**src/rtl/csf_defines.vh**
```
`ifndef CSF_DEFINES_VH
`define CSF_DEFINES_VH

// Stack placement, reset values and multiply length
`define CSF_SP_RESET 6'h3F
`define CSF_STACK_PAGE 10'h003
`define CSF_CCR_RESET 5'h08
`define CSF_MUL_CYCLES 4'hB

// Condition-code bit positions
`define CSF_H 4
`define CSF_I 3
`define CSF_N 2
`define CSF_Z 1
`define CSF_C 0

// Register port offsets
`define CSF_REG_A 4'h0
`define CSF_REG_X 4'h1
`define CSF_REG_CCR 4'h2
`define CSF_REG_SP 4'h3
`define CSF_REG_PCL 4'h4
`define CSF_REG_PCH 4'h5
`define CSF_REG_STAT 4'h6

// Operand targets
`define CSF_TGT_MEM 2'h0
`define CSF_TGT_A 2'h1
`define CSF_TGT_X 2'h2

// Operation codes
`define CSF_OP_LDA 6'h00
`define CSF_OP_LDX 6'h01
`define CSF_OP_ADD 6'h02
`define CSF_OP_ADC 6'h03
`define CSF_OP_SUB 6'h04
`define CSF_OP_SBC 6'h05
`define CSF_OP_AND 6'h06
`define CSF_OP_ORA 6'h07
`define CSF_OP_EOR 6'h08
`define CSF_OP_CMP 6'h09
`define CSF_OP_CPX 6'h0A
`define CSF_OP_BIT 6'h0B
`define CSF_OP_STA 6'h0C
`define CSF_OP_STX 6'h0D
`define CSF_OP_JMP 6'h0E
`define CSF_OP_CALL 6'h0F
`define CSF_OP_BRANCH 6'h10
`define CSF_OP_BSET 6'h11
`define CSF_OP_BCLR 6'h12
`define CSF_OP_BRSET 6'h13
`define CSF_OP_BRCLR 6'h14
`define CSF_OP_INC 6'h15
`define CSF_OP_DEC 6'h16
`define CSF_OP_NEG 6'h17
`define CSF_OP_COM 6'h18
`define CSF_OP_CLR 6'h19
`define CSF_OP_LSR 6'h1A
`define CSF_OP_ASR 6'h1B
`define CSF_OP_ASL 6'h1C
`define CSF_OP_ROL 6'h1D
`define CSF_OP_ROR 6'h1E
`define CSF_OP_TEST 6'h1F
`define CSF_OP_SP_RELOAD 6'h20
`define CSF_OP_SEI 6'h21
`define CSF_OP_CLI 6'h22
`define CSF_OP_SEC 6'h23
`define CSF_OP_CLC 6'h24
`define CSF_OP_TAX 6'h25
`define CSF_OP_TXA 6'h26
`define CSF_OP_NOP 6'h27
`define CSF_OP_UMUL 6'h28
`define CSF_OP_RTS 6'h29
`define CSF_OP_RTI 6'h2A
`define CSF_OP_SWI 6'h2B
`define CSF_OP_IRQ 6'h3F

`endif

```
**src/rtl/csf_core.v**
```verilog
`include "csf_defines.vh"

// Notes on behaviour
// - Reset and reload op set stack to 00FF
// - Push decrements, pull increments stack pointer
// - Stack address is page bits plus six
// - Sixty-four deep, wraps silently, overwrites
// - Call pushes two bytes, interrupt five
// - Five-bit code register, each bit testable
// - Add sets half carry from bit three
// - Masked interrupt stays pending until unmasked
// - Negative flag follows result top bit
// - Zero flag set on zero result
// - Carry from ALU, bit tests, shifts
// - Multiply A by X, high to X
// - Multiply takes 11 cycles, clears H, C
// - Decoder covers all five instruction classes
// - Register/memory ops use A or X
// - Branch two bytes, falls through when false
// - Bit set, clear, test in page zero
// - Read-modify-write writes back, test does not
// - Sixteen-bit program counter of next byte
module csf_core #(
  parameter [3:0] MUL_CYCLES = `CSF_MUL_CYCLES
) (
  // Clock and reset
  input wire clk_i,
  input wire rst_n_i,
  // Register port
  input wire [3:0] reg_addr_i,
  input wire [7:0] reg_wdata_i,
  input wire reg_wr_i,
  input wire reg_rd_i,
  output reg [7:0] reg_rdata_o,
  // Operation request
  input wire op_valid_i,
  input wire [5:0] op_code_i,
  input wire [1:0] op_target_i,
  input wire [1:0] op_len_i,
  input wire [7:0] op_operand_i,
  input wire [15:0] op_ea_i,
  input wire [7:0] op_rel_i,
  input wire [2:0] op_bit_i,
  input wire [3:0] op_cond_i,
  output wire op_ready_o,
  output reg op_done_o,
  output reg op_taken_o,
  // Memory port
  output reg mem_we_o,
  output reg mem_re_o,
  output reg [15:0] mem_addr_o,
  output reg [7:0] mem_wdata_o,
  input wire [7:0] mem_rdata_i,
  // Interrupt request
  input wire irq_i,
  input wire [15:0] irq_vector_i,
  output wire irq_pending_o,
  // State view
  output wire [15:0] stack_ptr_o,
  output wire [15:0] program_counter_o,
  output wire [4:0] cond_code_reg_o
);

  localparam [3:0] S_IDLE = 4'h1;
  localparam [3:0] S_PUSH = 4'h2;
  localparam [3:0] S_PULL = 4'h4;
  localparam [3:0] S_MUL = 4'h8;
  localparam [3:0] MUL_LOAD = MUL_CYCLES - 4'h2;

  function [1:0] csf_nz;
    input [7:0] r;
    begin
      csf_nz = {r[7], r == 8'h00};
    end
  endfunction

  function csf_cond;
    input [3:0] c;
    input [4:0] f;
    input irq;
    reg base;
    begin
      case (c[3:1])
        3'h0: base = 1'b1;
        3'h1: base = ~(f[`CSF_C] | f[`CSF_Z]);
        3'h2: base = ~f[`CSF_C];
        3'h3: base = ~f[`CSF_Z];
        3'h4: base = ~f[`CSF_H];
        3'h5: base = ~f[`CSF_N];
        3'h6: base = ~f[`CSF_I];
        default: base = irq;
      endcase
      csf_cond = base ^ c[0];
    end
  endfunction

  reg [7:0] a_reg;
  reg [7:0] x_reg;
  reg [4:0] ccr_reg;
  reg [15:0] pc_reg;
  reg [5:0] sp_reg;
  reg [3:0] st_reg;
  reg [3:0] cnt_reg;
  reg [39:0] buf_reg;
  reg rti_reg;
  reg irq_op_reg;
  reg irq_d_reg;
  reg irq_pend_reg;
  reg rd_vld_reg;

  reg [7:0] a_next;
  reg [7:0] x_next;
  reg [4:0] ccr_next;
  reg [15:0] pc_next;
  reg [5:0] sp_next;
  reg [3:0] st_next;
  reg [3:0] cnt_next;
  reg [39:0] buf_next;
  reg we_next;
  reg [15:0] wa_next;
  reg [7:0] wd_next;
  reg taken_next;
  reg [7:0] acc;
  reg cin;
  reg [8:0] sum9;
  reg [8:0] dif9;
  reg [7:0] src;
  reg [7:0] rr;
  reg rc;
  reg rmw_en;

  wire st_idle = st_reg[0];
  wire irq_take = st_idle & irq_pend_reg & ~ccr_reg[`CSF_I];
  wire op_go = op_valid_i & op_ready_o;
  wire go = op_go | irq_take;
  wire [5:0] code = irq_take ? `CSF_OP_IRQ : op_code_i;
  wire [15:0] pc_adv = pc_reg + {14'h0000, op_len_i};
  wire [15:0] br_tgt = pc_adv + {{8{op_rel_i[7]}}, op_rel_i};
  wire [15:0] stack_addr = {`CSF_STACK_PAGE, sp_reg};
  wire [5:0] sp_inc = sp_reg + 6'h01;
  wire [39:0] pull_full = {buf_reg[31:0], mem_rdata_i};
  wire [15:0] page0_ea = {8'h00, op_ea_i[7:0]};

  assign op_ready_o = st_idle & ~irq_take;
  assign irq_pending_o = irq_pend_reg;
  assign stack_ptr_o = stack_addr;
  assign program_counter_o = pc_reg;
  assign cond_code_reg_o = ccr_reg;

  // Read-modify-write result and carry
  always @*
  begin
    src = op_operand_i;
    if (op_target_i == `CSF_TGT_A)
      src = a_reg;
    else if (op_target_i == `CSF_TGT_X)
      src = x_reg;
    rr = src;
    rc = ccr_reg[`CSF_C];
    rmw_en = 1'b1;
    case (code)
      `CSF_OP_INC: rr = src + 8'h01;
      `CSF_OP_DEC: rr = src - 8'h01;
      `CSF_OP_NEG:
      begin
        rr = 8'h00 - src;
        rc = src != 8'h00;
      end
      `CSF_OP_COM:
      begin
        rr = ~src;
        rc = 1'b1;
      end
      `CSF_OP_CLR: rr = 8'h00;
      `CSF_OP_LSR:
      begin
        rr = {1'b0, src[7:1]};
        rc = src[0];
      end
      `CSF_OP_ASR:
      begin
        rr = {src[7], src[7:1]};
        rc = src[0];
      end
      `CSF_OP_ASL:
      begin
        rr = {src[6:0], 1'b0};
        rc = src[7];
      end
      `CSF_OP_ROL:
      begin
        rr = {src[6:0], ccr_reg[`CSF_C]};
        rc = src[7];
      end
      `CSF_OP_ROR:
      begin
        rr = {ccr_reg[`CSF_C], src[7:1]};
        rc = src[0];
      end
      `CSF_OP_TEST: rr = src;
      default: rmw_en = 1'b0;
    endcase
  end

  // Decode of the operation taken this cycle
  always @*
  begin
    a_next = a_reg;
    x_next = x_reg;
    ccr_next = ccr_reg;
    pc_next = pc_adv;
    sp_next = sp_reg;
    st_next = S_IDLE;
    cnt_next = 4'h0;
    buf_next = 40'h0;
    we_next = 1'b0;
    wa_next = op_ea_i;
    wd_next = 8'h00;
    taken_next = 1'b0;
    acc = (code == `CSF_OP_CPX) ? x_reg : a_reg;
    cin = ccr_reg[`CSF_C] & (code == `CSF_OP_ADC || code == `CSF_OP_SBC);
    sum9 = {1'b0, a_reg} + {1'b0, op_operand_i} + {8'h00, cin};
    dif9 = {1'b0, acc} - {1'b0, op_operand_i} - {8'h00, cin};
    case (code)
      `CSF_OP_LDA: a_next = op_operand_i;
      `CSF_OP_LDX: x_next = op_operand_i;
      `CSF_OP_ADD, `CSF_OP_ADC:
      begin
        a_next = sum9[7:0];
        ccr_next[`CSF_C] = sum9[8];
        ccr_next[`CSF_H] = a_reg[4] ^ op_operand_i[4] ^ sum9[4];
      end
      `CSF_OP_SUB, `CSF_OP_SBC:
      begin
        a_next = dif9[7:0];
        ccr_next[`CSF_C] = dif9[8];
      end
      `CSF_OP_CMP, `CSF_OP_CPX: ccr_next[`CSF_C] = dif9[8];
      `CSF_OP_AND: a_next = a_reg & op_operand_i;
      `CSF_OP_ORA: a_next = a_reg | op_operand_i;
      `CSF_OP_EOR: a_next = a_reg ^ op_operand_i;
      `CSF_OP_STA, `CSF_OP_STX:
      begin
        we_next = 1'b1;
        wd_next = (code == `CSF_OP_STX) ? x_reg : a_reg;
      end
      `CSF_OP_JMP: pc_next = op_ea_i;
      `CSF_OP_CALL:
      begin
        pc_next = op_ea_i;
        buf_next = {24'h000000, pc_adv};
        cnt_next = 4'h2;
        st_next = S_PUSH;
      end
      `CSF_OP_BRANCH:
      begin
        taken_next = csf_cond(op_cond_i, ccr_reg, irq_i);
        if (taken_next)
          pc_next = br_tgt;
      end
      `CSF_OP_BSET, `CSF_OP_BCLR:
      begin
        we_next = 1'b1;
        wa_next = page0_ea;
        wd_next = op_operand_i;
        wd_next[op_bit_i] = (code == `CSF_OP_BSET);
      end
      `CSF_OP_BRSET, `CSF_OP_BRCLR:
      begin
        ccr_next[`CSF_C] = op_operand_i[op_bit_i];
        taken_next = op_operand_i[op_bit_i] == (code == `CSF_OP_BRSET);
        if (taken_next)
          pc_next = br_tgt;
      end
      `CSF_OP_SP_RELOAD: sp_next = `CSF_SP_RESET;
      `CSF_OP_SEI: ccr_next[`CSF_I] = 1'b1;
      `CSF_OP_CLI: ccr_next[`CSF_I] = 1'b0;
      `CSF_OP_SEC: ccr_next[`CSF_C] = 1'b1;
      `CSF_OP_CLC: ccr_next[`CSF_C] = 1'b0;
      `CSF_OP_TAX: x_next = a_reg;
      `CSF_OP_TXA: a_next = x_reg;
      `CSF_OP_UMUL:
      begin
        cnt_next = MUL_LOAD;
        st_next = S_MUL;
      end
      `CSF_OP_RTS, `CSF_OP_RTI:
      begin
        cnt_next = (code == `CSF_OP_RTI) ? 4'h5 : 4'h2;
        st_next = S_PULL;
      end
      `CSF_OP_SWI, `CSF_OP_IRQ:
      begin
        // Stacked value is the program counter before the vector jump
        if (code == `CSF_OP_IRQ)
        begin
          pc_next = irq_vector_i;
          buf_next = {3'h7, ccr_reg, a_reg, x_reg, pc_reg};
        end
        else
        begin
          pc_next = op_ea_i;
          buf_next = {3'h7, ccr_reg, a_reg, x_reg, pc_adv};
        end
        ccr_next[`CSF_I] = 1'b1;
        cnt_next = 4'h5;
        st_next = S_PUSH;
      end
      default:
      begin
      end
    endcase
    case (code)
      `CSF_OP_LDA, `CSF_OP_ADD, `CSF_OP_ADC, `CSF_OP_SUB, `CSF_OP_SBC, `CSF_OP_AND, `CSF_OP_ORA,
      `CSF_OP_EOR, `CSF_OP_TXA: ccr_next[`CSF_N:`CSF_Z] = csf_nz(a_next);
      `CSF_OP_LDX, `CSF_OP_TAX: ccr_next[`CSF_N:`CSF_Z] = csf_nz(x_next);
      `CSF_OP_CMP, `CSF_OP_CPX: ccr_next[`CSF_N:`CSF_Z] = csf_nz(dif9[7:0]);
      `CSF_OP_BIT: ccr_next[`CSF_N:`CSF_Z] = csf_nz(a_reg & op_operand_i);
      `CSF_OP_STA, `CSF_OP_STX: ccr_next[`CSF_N:`CSF_Z] = csf_nz(wd_next);
      default:
      begin
      end
    endcase
    if (rmw_en)
    begin
      ccr_next[`CSF_N:`CSF_Z] = csf_nz(rr);
      if (code != `CSF_OP_INC && code != `CSF_OP_DEC && code != `CSF_OP_CLR && code != `CSF_OP_TEST)
        ccr_next[`CSF_C] = rc;
      if (code == `CSF_OP_CLR)
        ccr_next[`CSF_C] = ccr_reg[`CSF_C];
      // Test only reads and sets flags
      if (code != `CSF_OP_TEST)
      begin
        if (op_target_i == `CSF_TGT_A)
          a_next = rr;
        else if (op_target_i == `CSF_TGT_X)
          x_next = rr;
        else
        begin
          we_next = 1'b1;
          wa_next = page0_ea;
          wd_next = rr;
        end
      end
    end
  end

  always @(posedge clk_i)
  begin
    if (!rst_n_i)
    begin
      a_reg <= 8'h00;
      x_reg <= 8'h00;
      ccr_reg <= `CSF_CCR_RESET;
      pc_reg <= 16'h0000;
      sp_reg <= `CSF_SP_RESET;
      st_reg <= S_IDLE;
      cnt_reg <= 4'h0;
      buf_reg <= 40'h0;
      rti_reg <= 1'b0;
      irq_op_reg <= 1'b0;
      irq_d_reg <= 1'b0;
      irq_pend_reg <= 1'b0;
      rd_vld_reg <= 1'b0;
      reg_rdata_o <= 8'h00;
      op_done_o <= 1'b0;
      op_taken_o <= 1'b0;
      mem_we_o <= 1'b0;
      mem_re_o <= 1'b0;
      mem_addr_o <= 16'h0000;
      mem_wdata_o <= 8'h00;
    end
    else
    begin
      op_done_o <= 1'b0;
      mem_we_o <= 1'b0;
      mem_re_o <= 1'b0;
      rd_vld_reg <= mem_re_o;
      irq_d_reg <= irq_i;
      // New request wins over the clear of the one being serviced
      irq_pend_reg <= (irq_i & ~irq_d_reg) | (irq_pend_reg & ~irq_take);
      reg_rdata_o <= 8'h00;
      if (reg_rd_i)
      begin
        case (reg_addr_i)
          `CSF_REG_A: reg_rdata_o <= a_reg;
          `CSF_REG_X: reg_rdata_o <= x_reg;
          `CSF_REG_CCR: reg_rdata_o <= {3'h0, ccr_reg};
          `CSF_REG_SP: reg_rdata_o <= stack_addr[7:0];
          `CSF_REG_PCL: reg_rdata_o <= pc_reg[7:0];
          `CSF_REG_PCH: reg_rdata_o <= pc_reg[15:8];
          `CSF_REG_STAT: reg_rdata_o <= {6'h00, irq_pend_reg, ~st_idle};
          default: reg_rdata_o <= 8'h00;
        endcase
      end
      case (st_reg)
        S_IDLE:
        begin
          if (go)
          begin
            // Flags commit with the operation so the next one sees them
            a_reg <= a_next;
            x_reg <= x_next;
            ccr_reg <= ccr_next;
            pc_reg <= pc_next;
            sp_reg <= sp_next;
            st_reg <= st_next;
            cnt_reg <= cnt_next;
            buf_reg <= buf_next;
            rti_reg <= code == `CSF_OP_RTI;
            irq_op_reg <= irq_take;
            op_taken_o <= taken_next;
            op_done_o <= op_go & (st_next == S_IDLE);
            mem_we_o <= we_next;
            mem_addr_o <= wa_next;
            mem_wdata_o <= wd_next;
          end
          else if (reg_wr_i)
          begin
            // Software writes only land while no operation runs
            case (reg_addr_i)
              `CSF_REG_A: a_reg <= reg_wdata_i;
              `CSF_REG_X: x_reg <= reg_wdata_i;
              `CSF_REG_CCR: ccr_reg <= reg_wdata_i[4:0];
              `CSF_REG_PCL: pc_reg[7:0] <= reg_wdata_i;
              `CSF_REG_PCH: pc_reg[15:8] <= reg_wdata_i;
              default:
              begin
              end
            endcase
          end
        end
        S_PUSH:
        begin
          mem_we_o <= 1'b1;
          mem_addr_o <= stack_addr;
          mem_wdata_o <= buf_reg[7:0];
          buf_reg <= {8'h00, buf_reg[39:8]};
          // Six-bit pointer wraps with no error, overwriting old data
          sp_reg <= sp_reg - 6'h01;
          cnt_reg <= cnt_reg - 4'h1;
          if (cnt_reg == 4'h1)
          begin
            st_reg <= S_IDLE;
            op_done_o <= ~irq_op_reg;
          end
        end
        S_PULL:
        begin
          if (cnt_reg != 4'h0)
          begin
            mem_re_o <= 1'b1;
            mem_addr_o <= {`CSF_STACK_PAGE, sp_inc};
            sp_reg <= sp_inc;
            cnt_reg <= cnt_reg - 4'h1;
          end
          if (rd_vld_reg)
            buf_reg <= pull_full;
          if (rd_vld_reg && cnt_reg == 4'h0 && !mem_re_o)
          begin
            pc_reg <= pull_full[15:0];
            if (rti_reg)
            begin
              ccr_reg <= pull_full[36:32];
              a_reg <= pull_full[31:24];
              x_reg <= pull_full[23:16];
            end
            st_reg <= S_IDLE;
            op_done_o <= 1'b1;
          end
        end
        S_MUL:
        begin
          cnt_reg <= cnt_reg - 4'h1;
          if (cnt_reg == 4'h0)
          begin
            {x_reg, a_reg} <= a_reg * x_reg;
            ccr_reg[`CSF_H] <= 1'b0;
            ccr_reg[`CSF_C] <= 1'b0;
            st_reg <= S_IDLE;
            op_done_o <= 1'b1;
          end
        end
        default: st_reg <= S_IDLE;
      endcase
    end
  end

endmodule

```
**config.mk**
```make
export PLATFORM = sky130hd
export DESIGN_NAME = csf_core
export DESIGN_NICKNAME = d
export VERILOG_FILES = /design/src/rtl/csf_core.v
export VERILOG_INCLUDE_DIRS = /design/src /design/src/rtl
export SDC_FILE = /design/constraint.sdc
export NUM_CORES = 1
export LEC_CHECK = 0
export ABC_AREA = 1
export ABC_CLOCK_PERIOD_IN_PS = 6550
export BUFFER_PORTS_ARGS = -buffer_cell sky130_fd_sc_hd__buf_4
export CAP_MARGIN = 30
export CELL_PAD_IN_SITES_DETAIL_PLACEMENT = 0
export CELL_PAD_IN_SITES_GLOBAL_PLACEMENT = 1
export CORE_MARGIN = 2
export CORE_UTILIZATION = 40
export DETAILED_ROUTE_END_ITERATION = 8
export PLACE_DENSITY_LB_ADDON = 0.25
export SETUP_SLACK_MARGIN = 0.3
export SYNTH_ARGS = -nofsm -noshare
export SYNTH_HDL_FRONTEND = slang
export SYNTH_SLANG_ARGS = --single-unit
```
**constraint.sdc**
```tcl
create_clock -name clk_i -period 6.55 [get_ports clk_i]
set_clock_uncertainty 0.05 [all_clocks]
set_input_delay 0 -clock clk_i [delete_from_list [all_inputs] [get_ports clk_i]]
set_output_delay 0 -clock clk_i [all_outputs]
set_load 0.1 [all_outputs]
```
==> results of run 1 <==
[cells in the final DEF, fill, tap and decap left out, types with 4 or more instances in the layout]
cell type	synthesis	layout
sky130_fd_sc_hd__nor4_1	4	4
sky130_fd_sc_hd__nor2_4	4	4
sky130_fd_sc_hd__a21oi_1	225	225
sky130_fd_sc_hd__o21ai_0	207	207
sky130_fd_sc_hd__nor3_1	25	24
sky130_fd_sc_hd__inv_1	344	344
sky130_fd_sc_hd__ha_1	93	93
sky130_fd_sc_hd__nand2_2	12	12
sky130_fd_sc_hd__o22ai_1	34	34
sky130_fd_sc_hd__nand3b_1	6	6
sky130_fd_sc_hd__a31oi_1	20	20
sky130_fd_sc_hd__inv_2	13	13
sky130_fd_sc_hd__buf_4	11	170
sky130_fd_sc_hd__xnor2_1	10	10
sky130_fd_sc_hd__nor2_1	172	170
sky130_fd_sc_hd__fa_1	43	43
sky130_fd_sc_hd__nand3_1	110	110
sky130_fd_sc_hd__dfxtp_1	132	132
sky130_fd_sc_hd__conb_1	2	10
sky130_fd_sc_hd__nand3_4	5	5
sky130_fd_sc_hd__a221oi_1	41	41
sky130_fd_sc_hd__a21o_1	5	5
sky130_fd_sc_hd__dlygate4sd3_1	0	26
sky130_fd_sc_hd__o211ai_1	17	17
sky130_fd_sc_hd__o221ai_1	5	5
sky130_fd_sc_hd__nand4_1	33	33
sky130_fd_sc_hd__nor2_2	7	9
sky130_fd_sc_hd__a22o_1	7	7
sky130_fd_sc_hd__clkbuf_16	0	17
sky130_fd_sc_hd__or2_2	7	7
sky130_fd_sc_hd__xor2_1	28	28
sky130_fd_sc_hd__a211oi_1	6	6
sky130_fd_sc_hd__nand2_1	567	567
sky130_fd_sc_hd__o31ai_1	4	4
sky130_fd_sc_hd__a41oi_1	8	8
sky130_fd_sc_hd__o21ai_1	6	6
sky130_fd_sc_hd__nand3_2	7	7
[layout make-up]
class	count	area (um2)	area share, %
clock buffer	20	466.7	2.754
clock inverter	11	150.1	0.8861
inverter	362	1364	8.049
multi-input combinational	1766	10200	60.21
sequential	132	2643	15.60
tap	461	576.8	3.404
timing repair buffer	197	1541	9.098
[logic make-up (layout without fill, tap and decap cells)]
logic type	count (synthesis)	count (layout)
buffers and inverters	453	590
AOI/OAI and AO/OA	611	611
muxes	1	1
and+or+nand+nor	970	970
adders and majority gates	136	136
other	2	10
xor gates and xnor gates	38	38
DFF	132	132
[path summary, 6_finish.rpt]
check / startpoint / to
min: op_ea_i[2] / mem_addr_o[2]
max: a_reg[0] / x_reg[6]
max reg2reg: a_reg[0] / x_reg[6]
min reg2reg: irq_d_reg / irq_pending_o
[worst max-delay path: cells and delay by family (launching register included)]
| kind | cells | cell delay, ps |
|---|---|---|
| AND/OR/NAND/NOR | 7 | 770 |
| flip-flops | 1 | 830 |
| adder cells (fa/ha/maj) | 5 | 2400 |
| AO/OA/AOI/OAI | 6 | 720 |
| buffers and inverters | 4 | 260 |
[power by group through the flow]
stage,logic [uW],clock network (uW),registers [uW]
after floorplan,1000,0,1280
after global placement,1750,0,1080
after detailed placement,1760,0,1080
after CTS,1780,1030,1060
after global routing,1980,1070,1080
final,1820,1040,1070
[repair_timing]
item                      in CTS  in global routing
setup buffers                  0                  0
hold buffers                  26                  0
hold endpoints to repair      37                  0
[per-stage QoR]
step	hold slack, ps	cell area (um2)	total power [uW]
after floorplan	56.59	14620	2282
after global placement	207.1	16060	2830
after detailed placement	208.6	16070	2840
after CTS	21.05	16940	3882
after global routing	111.9	16940	4124
final	55.17	16940	3926
[metal layers]
| metal | part of all wire, % | vias to the layer above |
|---|---|---|
| met5 | 0 | - |
| met4 | 2.9 | 0 |
| met3 | 11 | 136 |
| met2 | 42 | 896 |
| met1 | 44 | 8079 |
| li1 | - | 8052 |
==> impl_summary.md, run 1 <==
Hold path
The worst hold path belongs to the class in2reg. The count of cells along the worst hold path is 5.

CTS
TritonCTS built the clock tree. In this run, post-CTS repair resized a total of 0 instances. CTS placed an instance of sky130_fd_sc_hd__clkbuf_16 at the clock tree root. The number of buffers inserted during clock tree synthesis is 17. Clock-pin slew was measured on the worst setup and hold paths at ~70 ps. The number of H-tree levels is 4. The clock reaches the later pin of the worst-skew pair after approximately 440 ps. The clock net in this run drives a total of 132 sinks.

The clock passes through at most 2 buffers.

Synthesis
Averaged over all synthesized cells, the footprint is 6.227 um2. The commonest cells after synthesis are sky130_fd_sc_hd__nand2_1, sky130_fd_sc_hd__inv_1, sky130_fd_sc_hd__a21oi_1. The share of the synthesized area in the top cell type is ~18%.

The number of flops mapped to enable cells by yosys is 0. Yosys attributes the largest share of cell area to sky130_fd_sc_hd__dfxtp_1, sky130_fd_sc_hd__nand2_1, sky130_fd_sc_hd__inv_1, sky130_fd_sc_hd__ha_1, sky130_fd_sc_hd__a21oi_1. The number of warning messages in the yosys log is 0. Summed over all instances, the cell type with the most area after synthesis is sky130_fd_sc_hd__dfxtp_1. The post-synthesis cell type count is 66. The register bit count reported by yosys is 132. The fraction of synthesized cell area in xor and xnor cells is 2.281%. The synthesized netlist occupies a cell area of about 15000 um2. The compound-gate portion of the synthesized area is around 24%. After synthesis, the largest family of logic cells by area is simple AND/OR/NAND/NOR gates. After synthesis, the share of flip-flops with an asynchronous set or reset is 0%. The multiplexer area fraction after synthesis is less than 1%. The part of the Yosys area used for sequential elements is a little under a fifth. The synthesized netlist devotes around 14% of its cell area to adder and majority cells. The main flop type after synthesis is sky130_fd_sc_hd__dfxtp_1. Synthesis handed over a netlist of approximately 2300 instances. The leading cell type by number of instances after synthesis is sky130_fd_sc_hd__nand2_1. The area fraction in and, or, nand and nor cells after synthesis is slightly below 30%.

Pwr
The clock network accounts for approximately a quarter of the total power. In this run, flip-flops and latches consume a little over a quarter of the power. The power share of the combinational group is a little under half. Of the total power, the share spent switching nets is between 40% and 50%. In this run the power density over the cells is approximately 230 nW/um2. The power dissipated by switching net loads is roughly 1900 uW.

The cell leakage power is between 0.008 and 0.009 uW. IR analysis of the VDD net gives a maximum drop of between 0.00015 and 0.0002 V. Internal power comes to 2042 uW.

Floorplan
The floorplan die width is ~200 um. The floorplan step defined a core boundary enclosing about 36000 um2. The starting density of the core is ~41%. In this run the vertical extent of the chip is slightly below 200 um. The row count is about 70.

Pin placement for this block handled 166 I/O pins. The overall die area is ~38000 um2.

Setup path
STA classifies the critical path startpoint as a flip-flop. The largest fanout on the critical path is 18. The slowest stage of the critical path belongs to the cell sky130_fd_sc_hd__dfxtp_1. STA classifies the critical path endpoint as a flip-flop. The worst path required time is roughly 7000 ps. The length in cells of the worst reg-to-reg path is 22. On the worst path, the slowest cell contributes a delay of roughly 830 ps. The critical path data arrival time is 5440 ps. The cell that appears most often on the critical path is sky130_fd_sc_hd__nand2_1. The critical setup path kind is reg2reg.

In this run the register-to-register setup slack is around 1400 ps. The critical path goes through nand2_1 -> inv_1 -> fa_1 -> fa_1 -> fa_1 -> inv_1 -> fa_1 -> inv_1 -> ha_1 -> a21oi_1 -> o21a_1 -> nand2_1 -> a21oi_1 -> o21bai_1 -> nand2_1 -> nand2_1 -> a21oi_1 -> or2_2 -> nand2_1 -> nand4_1 -> o211ai_1 -> inv_1.

GRT
Global routing finished with a remaining overflow of 0. Global routing used 47.48% of the available met1 tracks. The pin count of the biggest net entering global routing is between 90 and 100. Global routing consumed, on the met3 layer, 8.428% of the routing resources. The initial antenna violation count is 1.

The met2 capacity usage during global routing is around 52%. Global routing used between 30% and 40% of the available tracks across all layers. The most congested layer reported by global routing is met2.

The number of global-route vias before repair is around 16000. The wire length of the first global-routing pass is 98840 um.

Placement
Timing analysis after detailed placement gives a worst setup slack of around 1500 ps. Routability-driven placement finished with a final weighted congestion of about 1.0. In this run the tool buffered the top-level ports with roughly 160 buffer cells. The half-perimeter wire length after detailed placement is roughly 50000 um. After detailed placement, the design holds a cell count of about 2900.

Route
The detailed router finished its first iteration with 1964 violations. The sum of routed wire length over all layers is between 60000 and 70000 um. The detail-routed via count per cell is a little under 6. The DRC violations left is 0. The routed length per placed instance is between 20 and 25 um.

The total number of vias is 17160. In this run the remaining antenna-violating nets after routing total 0. The number of search-and-repair iterations in the first detailed-routing pass is 8.

Timing
Setup repair after global routing left no endpoint under its margin. The final hold violation count is 0. In this run the tightest slew margin relative to its limit is between 30% and 40%. For this run, the top clock speed supported by timing is 194.0 MHz. The max-slew violation total from the final report was 0.

The minimum period implied by the final worst setup slack is a little over 5000 ps. Across all setup checks in the final design, the least slack found is approximately 1400 ps. The pin slew with the least headroom to its limit is ~970 ps. The post-route fraction of the period consumed by the critical path is 78.68%. Setup total negative slack on the finished layout was measured at 0 ps. Setup violations remaining at the end of the flow were counted as 0.

Run
The number of violations of the max-capacitance limit is 0.

Finish
The post-route non-filler standard cell count is slightly below 3000. The number of flip-flops under the largest register name is 40. The area added between synthesis and finish is 16.13%. The post-layout utilization of the core is a little under half.

The filler cells instantiated in the layout total 3787. The final net count is 2703. The post-route netlist has between 10% and 20% of its cells at a drive strength greater than 1.

0 antenna diodes ended up in the layout.

Status
The run finished with clean final reports.
No activity file was read; power rests on OpenSTA's default activity.
==> run 2, diff against run 1 <==
- ABC_CLOCK_PERIOD_IN_PS: 6550 -> 4610
- CORE_UTILIZATION: 40 -> 38
- clock period: 6.55 -> 4.61 ns (I/O delays scaled with it)
==> run 2 against run 1 <==
Sequential share of layout area fell by 0.54 points. Largest cell class unchanged. Highest routed layer unchanged. Count of clock-buffer cells in the layout fell by 3. Critical path type unchanged. Wire length rose by 5.4%.
==> impl_summary.md, run 2 (synthesis results as in run 1) <==
Floorplan
The overall die area is 39980 um2 (was 38020 um2). The boundary pin count is 166 (unchanged). The core area is 37760 um2 (was 35740 um2). The floorplan die width is 199.9 um (was 195.0 um). The starting density of the core came to 38.64% (was 40.82%).

The chip height came to 199.9 um (was 195.0 um). The row count came to 71 (was 69).

Hold path
The endpoint of the worst hold-timing path is program_counter_o[1] (was mem_addr_o[2]). The worst hold path class is in2reg (unchanged). The count of cells along the worst hold path is 9 (was 5).

The start point of the worst hold path is irq_vector_i[1] (was op_ea_i[2]).

Setup path
The worst reg2reg path startpoint was a_reg[4] (was a_reg[0]). The critical path data arrival time is 4700 ps (was 5440 ps). The combined buffer and inverter count along the critical path is 3 (was 4).

The cell family with the largest share of critical-path delay is adder cells (unchanged). Critical-path cell list: nand2_4 -> fa_1 -> inv_2 -> fa_1 -> fa_1 -> fa_1 -> ha_4 -> nand2_2 -> inv_1 -> nand4_1 -> nand2_2 -> a21oi_2 -> o21bai_1 -> nand2_1 -> nand2_1 -> a21oi_2 -> or2_4 -> nand2_1 -> nand4_1 -> o211ai_1 -> inv_1 (was nand2_1 -> inv_1 -> fa_1 -> fa_1 -> fa_1 -> inv_1 -> fa_1 -> inv_1 -> ha_1 -> a21oi_1 -> o21a_1 -> nand2_1 -> a21oi_1 -> o21bai_1 -> nand2_1 -> nand2_1 -> a21oi_1 -> or2_2 -> nand2_1 -> nand4_1 -> o211ai_1 -> inv_1). The largest fanout on the critical path is 7 (was 18). The startpoint kind of the worst setup timing path is a flip-flop (unchanged). The delay of the slowest cell on the worst path is 570 ps (was 830 ps). The internal reg-to-reg setup slack is 200 ps (was 1400 ps). The critical path endpoint category is a flip-flop (unchanged). The critical setup path kind is reg2reg (unchanged). The worst path required time is 4900 ps (was 6830 ps). The slowest stage cell on the critical path is sky130_fd_sc_hd__fa_1 (was sky130_fd_sc_hd__dfxtp_1). The length in cells of the worst reg-to-reg path is 21 (was 22). The most repeated library cell on the critical path was sky130_fd_sc_hd__fa_1 (was sky130_fd_sc_hd__nand2_1).

The reg-to-reg endpoint was x_reg[6] (unchanged).

GRT
The wire length of the first global-routing pass is 102100 um (was 98840 um). The pin count of the biggest net entering global routing is 81 (was 94). The number of global-route vias before repair was 16440 (was 16300). The total overflow reported by the global router is 0 (unchanged). The initial antenna violation count came to 0 (was 1). The global-route usage over all layers is 34.42% (was 33.89%).

Timing
The final hold violation count came to 0 (unchanged). The max-slew violation total from the final report came to 0 (unchanged). The pin slew with the least headroom to its limit is 997.1 ps (was 967.0 ps). The total negative slack for setup checks is 0 ps (unchanged). The setup-violating endpoint count in the final report came to 0 (unchanged). The highest clock rate was 226.8 MHz (was 194.0 MHz). The tightest slew margin relative to the limit is 31.81% (was 35.54%). The minimum period implied by the final worst setup slack is 4410 ps (was 5153 ps).

The minimum setup slack in the final design is 200.1 ps (was 1397 ps). RSZ-0062 raised after global routing: true (was false). The post-route fraction of the period consumed by the critical path is 95.66% (was 78.68%).

CTS
The master cell of the clock root buffer was sky130_fd_sc_hd__clkbuf_16 (unchanged). The number of buffers inserted during clock tree synthesis came to 17 (unchanged). The CTS sink count came to 132 (unchanged).

The clock transition at the registers of the reported paths is 70 ps (about the same). The number of buffers on the longest clock path is 2 (unchanged). The CTS tree is built (unchanged). The clock latency on the worst-skew pair was 460 ps (was 440 ps). The number of H-tree levels is 4 (unchanged).

Placement
The cell count after placement is 2993 (was 2892). The area after detailed placement is 16570 um2 (was 16070 um2). The routability congestion estimate from global placement is 1.040 (was 1.005).

The count of input and output buffers is 155 (unchanged). The setup slack after placement is 153.4 ps (was 1465 ps). The half-perimeter wire length after detailed placement is 54500 um (was 51540 um).

Route
The remaining antenna violation count is 0 (unchanged). The detail-routed via count per cell came to 5.718 (was 5.820). The number of search-and-repair iterations in the first detailed-routing pass is 8 (unchanged). The routed length per placed instance is 22.55 um (was 22.28 um). The total number of vias is 17560 (was 17160). The count of routing violations after the opening detailed-route iteration is 1634 (was 1964). The DRC violations left was 0 (unchanged). The sum of routed wire length over all layers came to 69250 um (was 65700 um).

Finish
The number of flip-flops under the largest register name is 40 (unchanged). The multi-input combinational cell area is 10410 um2 (was 10200 um2). The final net count is 2774 (was 2703).

The register cell area after layout is 2685 um2 (was 2643 um2). Most frequent cells in the layout: sky130_fd_sc_hd__nand2_1, sky130_fd_sc_hd__inv_1, sky130_fd_sc_hd__buf_4, sky130_fd_sc_hd__a21oi_1, sky130_fd_sc_hd__o21ai_0 (was sky130_fd_sc_hd__nand2_1, sky130_fd_sc_hd__inv_1, sky130_fd_sc_hd__a21oi_1, sky130_fd_sc_hd__o21ai_0). The number of inserted filler cells in the final layout is 4027 (was 3787). The area added between synthesis and finish was 22.24% (was 16.13%). The final design area excluding fillers was 17830 um2 (was 16940 um2). The share of final-layout standard cells stronger than drive strength 1 is 15.55% (was 11.21%). The post-route non-filler standard cell count is 3071 (was 2949).

The number of antenna diodes is 0 (unchanged). The most common library cell in the layout ignoring fill and taps was sky130_fd_sc_hd__nand2_1 (unchanged).

Run
The number of violations of the max-capacitance limit is 0 (unchanged).

Pwr
The maximum vdd drop is 0.0002604 V (was 0.0001967 V). The power per cell area came to 326.5 nW/um2 (was 231.7 nW/um2). The cell leakage power is 0.008921 uW (was 0.008537 uW).

Status
Result of the run: finished clean (unchanged).
-- run 2: worst max path at each step --
stage          slack (ps)  startpoint  endpoint  cells past startpoint
3_5_place_dp          150    x_reg[2]  x_reg[6]                     20
5_1_grt                30    x_reg[7]  x_reg[6]                     21
2_1_floorplan         340    a_reg[5]  x_reg[6]                     23
4_1_cts               270    a_reg[2]  x_reg[6]                     20
3_3_place_gp          170    x_reg[2]  x_reg[6]                     22
6_report              200    a_reg[4]  x_reg[6]                     21
-- run 2: power breakdown --
part           switching (uW)  internal, uW
registers                 182          1280
logic                    2010           883
clock network             651           823
-- run 2: cell type report --
cell class              instances  area share (%)
clock buffers                  17           2.385
clock inverters                15           1.073
inverters                     362           7.647
multi-input cells            1766           58.38
flip-flops and latches        132           15.06
well taps                     511           3.585
repair buffers                268           11.87
-- run 2: metal layers --
metal / global-route usage, % / up-vias / share of wire (%)
met5: 0 / - / 0
met4: 16.65 / 0 / 5.3
met3: 5.460 / 166 / 8.8
met2: 54.99 / 878 / 44
met1: 45.32 / 8309 / 42
li1: - / 8206 / -
-- run 2: what timing repair did --
action	CTS	global route
resized for setup	12	51
gates cloned	0	0
setup endpoints to repair	2	13
hold buffers	33	0
endpoints found under the hold margin	40	0
pin swaps	5	33
buffers inserted	3	10
-- run 2: per-stage QoR --
stage | hold WS [ps] | power (uW) | util, %
2_1_floorplan | 56.59 | 3295 | -
3_3_place_gp | 209.9 | 4156 | 43.90
3_5_place_dp | 213.0 | 4178 | 43.90
4_1_cts | 57.22 | 5685 | 46.54
5_1_grt | 90.02 | 6110 | 47.24
6_report | 70.06 | 5823 | 47.24
-- run 2: tightest hold or removal path: stages --
cell,delay (ps)
sky130_fd_sc_hd__buf_4,80
sky130_fd_sc_hd__nand2_1,40
sky130_fd_sc_hd__nand2_1,60
sky130_fd_sc_hd__a21oi_1,40
sky130_fd_sc_hd__nand2_1,60
sky130_fd_sc_hd__nand2_1,60
sky130_fd_sc_hd__nand2_1,50
sky130_fd_sc_hd__nand2_1,40
sky130_fd_sc_hd__a21oi_1,110
